===== src/hdl/sxa_pkg.sv =====
// Purpose: shared types and constants for the subtract/xor/swap datapath
// Assumes: 8-bit data, 7-bit file addresses
// Notes: opcodes are local encodings chosen for this block
package sxa_pkg;
  localparam int DATA_W = 8;
  localparam int ADDR_W = 7;
  localparam int FILE_DEPTH = 128;
  localparam logic [7:0] ACC_RESET = 8'h00;
  localparam logic [7:0] FILE_RESET = 8'h00;
  localparam int NIB_LO = 0;
  localparam int NIB_HI = 4;
  localparam logic DEST_ACC = 1'b0;
  localparam logic DEST_FILE = 1'b1;

  typedef enum logic [2:0] {
    SXA_NOP = 3'b000,
    SXA_LIT_SUB = 3'b001,
    SXA_LIT_XOR = 3'b010,
    SXA_FILE_SUB = 3'b011,
    SXA_FILE_XOR = 3'b100,
    SXA_SWAP = 3'b101
  } sxa_op_t;

  typedef struct packed {
    sxa_op_t op;
    logic [7:0] literal;
    logic [6:0] addr;
    logic dest;
  } sxa_cmd_t;

  typedef struct packed {
    logic zero;
    logic half_carry_flag;
    logic carry;
  } sxa_flags_t;
endpackage


===== src/hdl/sxa_alu.sv =====
// Purpose: execute stage for literal/file subtract, xor and nibble swap
// Assumes: decoder holds a command until CMD_READY; file memory is internal
// Notes: file ops take two cycles (fetch, execute); literal ops take one
`timescale 1ns/1ps
// Contract
// [RQ1] literal minus accumulator goes to the accumulator and updates carry, half carry and zero.
// [RQ2] literal xor accumulator goes to the accumulator and updates only zero.
// [RQ3] file minus accumulator updates carry, half carry and zero from the result.
// [RQ4] file xor accumulator updates only zero and keeps carry and half carry.
// [RQ5] nibble swap exchanges the two nibbles of the file value and keeps all flags.
// [RQ6] for file operations dest 0 writes the accumulator and dest 1 writes the file register.
// [RQ7] zero is set for a zero result; carry and half carry mean no borrow out of bit 7 and bit 3.
module sxa_alu #(
  parameter int DEPTH = sxa_pkg::FILE_DEPTH
) (
  // clock and reset
  input wire logic CLK,
  input wire logic RST_N,
  input wire logic CE,
  // command from decoder
  input wire logic CMD_VALID,
  input wire sxa_pkg::sxa_cmd_t CMD,
  output logic CMD_READY,
  // state visible to the core
  output logic [7:0] ACC,
  output sxa_pkg::sxa_flags_t FLAGS,
  output logic DONE,
  // file write snoop
  output logic FILE_WE,
  output logic [6:0] FILE_WADDR,
  output logic [7:0] FILE_WDATA
);
  typedef enum logic [0:0] {
    ST_IDLE = 1'b0,
    ST_EXEC = 1'b1
  } sxa_state_t;

  sxa_state_t state_reg, state_next;
  logic [7:0] acc_reg, acc_next;
  sxa_pkg::sxa_flags_t flags_reg, flags_next;
  logic done_reg, done_next;
  sxa_pkg::sxa_cmd_t cmd_reg, cmd_next; // command seen at the last edge, read by the zero check
  logic we_reg, we_next;
  logic [6:0] waddr_reg, waddr_next;
  logic [7:0] wdata_reg, wdata_next;
  logic [7:0] file_rd;
  logic [7:0] res;
  logic [8:0] sub9;
  logic [4:0] sub5;

  // a - b with no-borrow carries
  function automatic logic [8:0] sub_full(input logic [7:0] a, input logic [7:0] b);
    return {1'b0, a} + {1'b0, ~b} + 9'h001;
  endfunction

  function automatic logic [4:0] sub_low(input logic [3:0] a, input logic [3:0] b);
    return {1'b0, a} + {1'b0, ~b} + 5'h01;
  endfunction

  sxa_file_mem #(.DEPTH(DEPTH), .AW(sxa_pkg::ADDR_W)) u_mem (
    .clk(CLK),
    .ce(CE),
    .rd_addr(CMD.addr),
    .rd_data(file_rd),
    .wr_en(we_reg),
    .wr_addr(waddr_reg),
    .wr_data(wdata_reg)
  );

  // handshake: literal ops taken at once, file ops after the fetch cycle
  always_comb begin
    CMD_READY = 1'b0;
    if (CE && CMD_VALID) begin
      if (CMD.op == sxa_pkg::SXA_LIT_SUB || CMD.op == sxa_pkg::SXA_LIT_XOR
          || CMD.op == sxa_pkg::SXA_NOP) begin
        CMD_READY = 1'b1;
      end else begin
        CMD_READY = (state_reg == ST_EXEC);
      end
    end
  end

  // next-state, result and flag computation
  always_comb begin
    state_next = state_reg;
    acc_next = acc_reg;
    flags_next = flags_reg;
    done_next = 1'b0;
    cmd_next = CMD;
    we_next = 1'b0;
    waddr_next = waddr_reg;
    wdata_next = wdata_reg;
    res = 8'h00;
    sub9 = 9'h000;
    sub5 = 5'h00;
    if (CMD_VALID) begin
      case (CMD.op)
        sxa_pkg::SXA_LIT_SUB: begin
          sub9 = sub_full(CMD.literal, acc_reg); // [RQ1]
          sub5 = sub_low(CMD.literal[3:0], acc_reg[3:0]);
          acc_next = sub9[7:0];
          flags_next.carry = sub9[8]; // [RQ7]
          flags_next.half_carry_flag = sub5[4]; // [RQ7]
          flags_next.zero = (sub9[7:0] == 8'h00); // [RQ7]
          done_next = 1'b1;
        end
        sxa_pkg::SXA_LIT_XOR: begin
          acc_next = acc_reg ^ CMD.literal; // [RQ2]
          flags_next.zero = ((acc_reg ^ CMD.literal) == 8'h00); // [RQ2]
          done_next = 1'b1;
        end
        sxa_pkg::SXA_FILE_SUB, sxa_pkg::SXA_FILE_XOR, sxa_pkg::SXA_SWAP: begin
          if (state_reg == ST_IDLE) begin
            state_next = ST_EXEC; // file data arrives next cycle
          end else begin
            state_next = ST_IDLE;
            done_next = 1'b1;
            case (CMD.op)
              sxa_pkg::SXA_FILE_SUB: begin
                sub9 = sub_full(file_rd, acc_reg); // [RQ3]
                sub5 = sub_low(file_rd[3:0], acc_reg[3:0]);
                res = sub9[7:0];
                flags_next.carry = sub9[8]; // [RQ3] [RQ7]
                flags_next.half_carry_flag = sub5[4];
                flags_next.zero = (sub9[7:0] == 8'h00);
              end
              sxa_pkg::SXA_FILE_XOR: begin
                res = acc_reg ^ file_rd; // [RQ4]
                flags_next.zero = (res == 8'h00); // [RQ4]
              end
              default: begin
                res = {file_rd[sxa_pkg::NIB_LO +: 4], file_rd[sxa_pkg::NIB_HI +: 4]}; // [RQ5]
              end
            endcase
            if (CMD.dest == sxa_pkg::DEST_ACC) begin
              acc_next = res; // [RQ6]
            end else begin
              we_next = 1'b1; // [RQ6]
              waddr_next = CMD.addr;
              wdata_next = res;
            end
          end
        end
        default: begin
          done_next = 1'b0;
        end
      endcase
    end else begin
      state_next = ST_IDLE;
    end
  end

  // state registers
  always_ff @(posedge CLK or negedge RST_N) begin
    if (!RST_N) begin
      state_reg <= ST_IDLE;
      acc_reg <= sxa_pkg::ACC_RESET;
      flags_reg <= '0;
      done_reg <= 1'b0;
      cmd_reg <= '0;
      we_reg <= 1'b0;
      waddr_reg <= 7'h00;
      wdata_reg <= sxa_pkg::FILE_RESET;
    end else if (CE) begin
      state_reg <= state_next;
      acc_reg <= acc_next;
      flags_reg <= flags_next;
      done_reg <= done_next;
      cmd_reg <= cmd_next;
      we_reg <= we_next;
      waddr_reg <= waddr_next;
      wdata_reg <= wdata_next;
    end
  end

  assign ACC = acc_reg;
  assign FLAGS = flags_reg;
  assign DONE = done_reg;
  assign FILE_WE = we_reg;
  assign FILE_WADDR = waddr_reg;
  assign FILE_WDATA = wdata_reg;

  // operand copies one edge old, so the checks below see what the taking edge saw
  logic [7:0] lit_prev, acc_prev, file_prev;
  always_ff @(posedge CLK) begin
    lit_prev <= CMD.literal;
    acc_prev <= acc_reg;
    file_prev <= file_rd;
  end

  property p_lit_sub;
    @(posedge CLK) disable iff (!RST_N)
    (CE && CMD_VALID && CMD_READY && CMD.op == sxa_pkg::SXA_LIT_SUB) |=>
      (ACC == 8'(lit_prev - acc_prev)) && (FLAGS.carry == (lit_prev >= acc_prev));
  endproperty
  a_lit_sub: assert property (p_lit_sub) else $error("literal subtract wrong"); // [RQ1]

  property p_lit_xor;
    @(posedge CLK) disable iff (!RST_N)
    (CE && CMD_VALID && CMD.op == sxa_pkg::SXA_LIT_XOR) |=>
      (ACC == (lit_prev ^ acc_prev)) && $stable(FLAGS.carry) && $stable(FLAGS.half_carry_flag);
  endproperty
  a_lit_xor: assert property (p_lit_xor) else $error("literal xor wrong"); // [RQ2]

  property p_file_sub;
    @(posedge CLK) disable iff (!RST_N)
    (CE && CMD_READY && CMD.op == sxa_pkg::SXA_FILE_SUB) |=>
      (FLAGS.half_carry_flag == (file_prev[3:0] >= acc_prev[3:0]));
  endproperty
  a_file_sub: assert property (p_file_sub) else $error("file subtract flags wrong"); // [RQ3]

  property p_file_xor;
    @(posedge CLK) disable iff (!RST_N)
    (CE && CMD_READY && CMD.op == sxa_pkg::SXA_FILE_XOR) |=>
      $stable(FLAGS.carry) && $stable(FLAGS.half_carry_flag);
  endproperty
  a_file_xor: assert property (p_file_xor) else $error("file xor touched carries"); // [RQ4]

  property p_swap;
    @(posedge CLK) disable iff (!RST_N)
    (CE && CMD_READY && CMD.op == sxa_pkg::SXA_SWAP && CMD.dest) |=>
      $stable(FLAGS) && FILE_WE && (FILE_WDATA == {file_prev[3:0], file_prev[7:4]});
  endproperty
  a_swap: assert property (p_swap) else $error("swap wrong"); // [RQ5]

  property p_dest_acc;
    @(posedge CLK) disable iff (!RST_N)
    (CE && CMD_READY && CMD.op != sxa_pkg::SXA_NOP && !CMD.dest) |=> !FILE_WE;
  endproperty
  a_dest_acc: assert property (p_dest_acc) else $error("dest 0 wrote file"); // [RQ6]

  property p_zero;
    @(posedge CLK) disable iff (!RST_N)
    $rose(DONE) && cmd_reg.op != sxa_pkg::SXA_SWAP && !cmd_reg.dest |->
      (FLAGS.zero == (ACC == 8'h00));
  endproperty
  a_zero: assert property (p_zero) else $error("zero flag wrong"); // [RQ7]
endmodule


===== src/hdl/sxa_file_mem.sv =====
// Purpose: file register memory with registered read data
// Assumes: one read and one write port, same clock
// Notes: write data visible on read one cycle after the write
`timescale 1ns/1ps
module sxa_file_mem #(
  parameter int DEPTH = 128,
  parameter int AW = 7
) (
  // clock and enable
  input wire logic clk,
  input wire logic ce,
  // read port
  input wire logic [AW-1:0] rd_addr,
  output logic [7:0] rd_data,
  // write port
  input wire logic wr_en,
  input wire logic [AW-1:0] wr_addr,
  input wire logic [7:0] wr_data
);
  logic [7:0] mem [DEPTH];

  // storage and registered read
  always_ff @(posedge clk) begin
    if (ce) begin
      if (wr_en) begin
        mem[wr_addr] <= wr_data;
      end
      rd_data <= mem[rd_addr];
    end
  end
endmodule


===== config.mk =====
export PLATFORM = sky130hd
export DESIGN_NAME = sxa_alu
export DESIGN_NICKNAME = d
export VERILOG_FILES = /design/src/hdl/sxa_pkg.sv /design/src/hdl/sxa_alu.sv /design/src/hdl/sxa_file_mem.sv
export SDC_FILE = /design/constraint.sdc
export NUM_CORES = 1
export LEC_CHECK = 0
export ABC_AREA = 1
export BUFFER_PORTS_ARGS = -buffer_cell sky130_fd_sc_hd__buf_4
export CORE_MARGIN = 2
export CORE_UTILIZATION = 50
export CTS_CLUSTER_SIZE = 12
export DETAILED_ROUTE_END_ITERATION = 12
export PLACE_DENSITY = 0.61
export RECOVER_POWER = 100
export SYNTH_ARGS = -nofsm -noshare
export SYNTH_HDL_FRONTEND = slang
export SYNTH_HIERARCHICAL = 1
export SYNTH_SLANG_ARGS = --single-unit

===== constraint.sdc =====
create_clock -name CLK -period 6.3 [get_ports CLK]
set_input_delay 0.63 -clock CLK [delete_from_list [all_inputs] [get_ports CLK]]
set_output_delay 0.63 -clock CLK [all_outputs]
set_load 0.1 [all_outputs]

==> impl_metrics.toml <==
[drt]
drt_iter0_drc = 3186
drt_pass1_iterations = 5
detail_route.wl_per_cell_um = 23.9
drtAntennaViolNets = 0
wl_met1_um = 51100
wl_met3_um = 9680
totalWireLength_um = 123000
drc_errors = 0
top_layer_used = "met4"
num_vias = 29800
wl_met2_um = 58100
via_per_inst = 5.80

[power_and_ir_drop]
p_leak_nw = 17.7
p_sw_share_pct = 27.9
pwr-share-clk_pct = 35.5
power_density_nw_per_um2 = 345
combPwrFrac_pct = 13.4
power.switching_mw = 4.68
seqPwrFrac_pct = 51.1
internal-power_mw = 12.1
irDropWorstVdd_mv = 0.277

[clocking]
cts_made_buffers = 109
cts_sinks = 1061
cts_resized = 0
cts_setup_buffers = 0
h-tree-depth = 3
cts-root-buf = "clkbuf_16"
ctsHoldBuffers = 1
clockBufferDepth = 3
clock_latency_ps = 680
clk_pin_slew_ps = 60
tritoncts = "yes"

[timing]
max_freq_ghz = 0.221
period_needed_ps = 4520
clock_skew_ps = 25.8
setup-tns-final_ps = 0
final-max-slew-violation-count = 850
rsz0062_at_grt = "no"
worst_pin_slew_ps = 2930
finalCritPeriodShare_pct = 71.8
slew-limit-headroom_pct = -95.4
finalSetupViolCount = 0
finalHoldViolations = 0

[yosys]
synth_most_common_cell = "nand2_1"
postSynth.asyncResetShare_pct = 2.73
synth_edf_count = 1032
synth_cell_types = 42
ys_ff_latch = 1061
synth.area.top_cells = "edfxtp_1, nand2_1, nand3_1"
ys_warn_count = 6
synth_flop_cell = "edfxtp_1"
syn-num-nets = 3971
synth_area_per_cell_um2 = 11.4
ys_seq_area_share_pct = 70.8
synth_area_um2 = 44800
yosysTopAreaCellShare_pct = 69.2
synth_largest_area_cell = "edfxtp_1"
yosys-top-cells-count = "nand2_1, edfxtp_1, nand3_1"
postSynthCellCount = 3929

[run]
drv_cap = 22

[worst_setup_path]
crit_required_ps = 5670
cp_cell_sequence = "clkbuf_1"
start_kind = "flop"
cp_slowest_cell = "dfrtp_1"
critPathKind = "reg2out"
critPathCaptureType = "output port"
cp_max_fo = 62
cp_slowest_stage_delay_ps = 2250
critPathTopFamily = "flip-flops"
startpoint = "FILE_WDATA[7]$_DFFE_PN0P_"
critPathBufInv = 1
cp.arrival_ps = 3890
r2r_start = "FILE_WDATA[5]$_DFFE_PN0P_"

[global_routing]
grt_antenna_before_repair = 0
grt_max_degree = 206
grt_pass1_wl_um = 182000
grt_pass1_vias = 27900
grt_remaining_overflow = 0
track_usage_pct = 26.7

[hold_path]
hp-start = "CMD_VALID"
hold_class = "in2reg"

[placed_design]
place.gp.congestion = 0.875
port_buffers = 51
dpl.hpwl_um = 71400
placed_cell_area_um2 = 45500

[die]
die_x_um = 303
core-area_um2 = 88600
rows = 109
fp.dieH_um = 303
io_pins = 52
dieArea_um2 = 92000
start_util_pct = 50.5

[finish]
layout.nets = 3940
largest_register_ffs = 1024
antennaDiodeCount = 0
top_register = "u_mem/mem"
final_cell_area_um2 = 48600
drive_above_1_share_pct = 5.15
syn2layout_area_growth_pct = 8.49

[status]
status = "finished, violations left"
failed_checks = "max-capacitance violations, max-slew violations"
==> final timing paths <==
| check | cells past startpoint | slack [ps] | to |
|---|---|---|---|
| max in group asynchronous | 2 | 3880 | FILE_WADDR[2]$_DFFE_PN0P_ |
| min reg2reg | 2 | 490 | FLAGS[1]$_DFFE_PN0P_ |
| min | 3 | 290 | state_reg$_DFFE_PN0P_ |
| min in group asynchronous | 2 | 1140 | ACC[4]$_DFFE_PN0P_ |
| max reg2reg | 1 | 1950 | u_mem/mem[45][5]$_DFFE_PP_ |
| max | 1 | 1780 | FILE_WDATA[7] |
==> routing by layer <==
layer  GRT usage [%]  up-vias
met5               0        -
met4            8.40        0
met3            4.50      212
met2            42.5     1232
met1            37.8    14700
li1                -    13700
==> cells by family (layout without fill, tap and decap cells) <==
| kind of cell | after synthesis | in the layout | share of synthesized area, % |
|---|---|---|---|
| DFF | 1061 | 1061 | 70.8 |
| buffers and inverters | 312 | 363 | 4.18 |
| and+or+nand+nor | 2489 | 2489 | 23.8 |
| adders and majority gates | 19 | 19 | 0.564 |
| AOI/OAI and AO/OA | 46 | 46 | 0.606 |
| xor gates and xnor gates | 2 | 2 | 0.0391 |
==> placed cells by master (no fill, tap or decap), drive strengths merged, types with 3 or more instances in the layout <==
cell / instances
a21oi: 16
a22oi: 3
a31oi: 4
buf: 42
clkbuf: 208
clkinv: 30
clkinvlp: 4
dfrtp: 29
edfxtp: 1032
ha: 17
inv: 78
nand2: 1351
nand3: 964
nand4: 4
nor2: 156
nor3: 11
o211ai: 3
o21ai: 11
o22ai: 4
==> stage by stage <==
step / std cells / hold WS (ps) / total power [mW] / worst slack (ps) / util, %
finish: 5145 / 287 / 16.8 / 1780 / 54.8
global route: 5145 / 300 / 17.3 / 1610 / 54.8
CTS: 5145 / 259 / 16.9 / 3260 / 55.1
detailed placement: 4951 / 479 / 11.0 / 2600 / 51.4
global placement: 4951 / 472 / 11.0 / 2600 / 51.4
floorplan: 3929 / 334 / 10.1 / 3320 / -
==> final cells by class <==
cell class / instances / area [um2]
flip-flops and latches: 1061 / 31700
clock inverters: 36 / 199
well taps: 1165 / 1460
multi-input cells: 2556 / 11200
fillers: 7605 / 40000
inverters: 76 / 313
clock buffers: 157 / 3070
repair buffers: 94 / 648
==> worst min-delay path: cells and delay by family <==
kind	cells	cell delay, ps
buffers and inverters	1	80
AOI/OAI and AO/OA	2	190
==> power by group through the flow <==
stage	Clock, mW	Sequential (mW)	Combinational (mW)
2_1_floorplan	0	9.14	0.995
3_3_place_gp	0	8.68	2.27
3_5_place_dp	0	8.69	2.29
4_1_cts	6.04	8.54	2.29
5_1_grt	6.29	8.59	2.43
6_report	5.95	8.57	2.24
(Power assumes the default switching activity.)
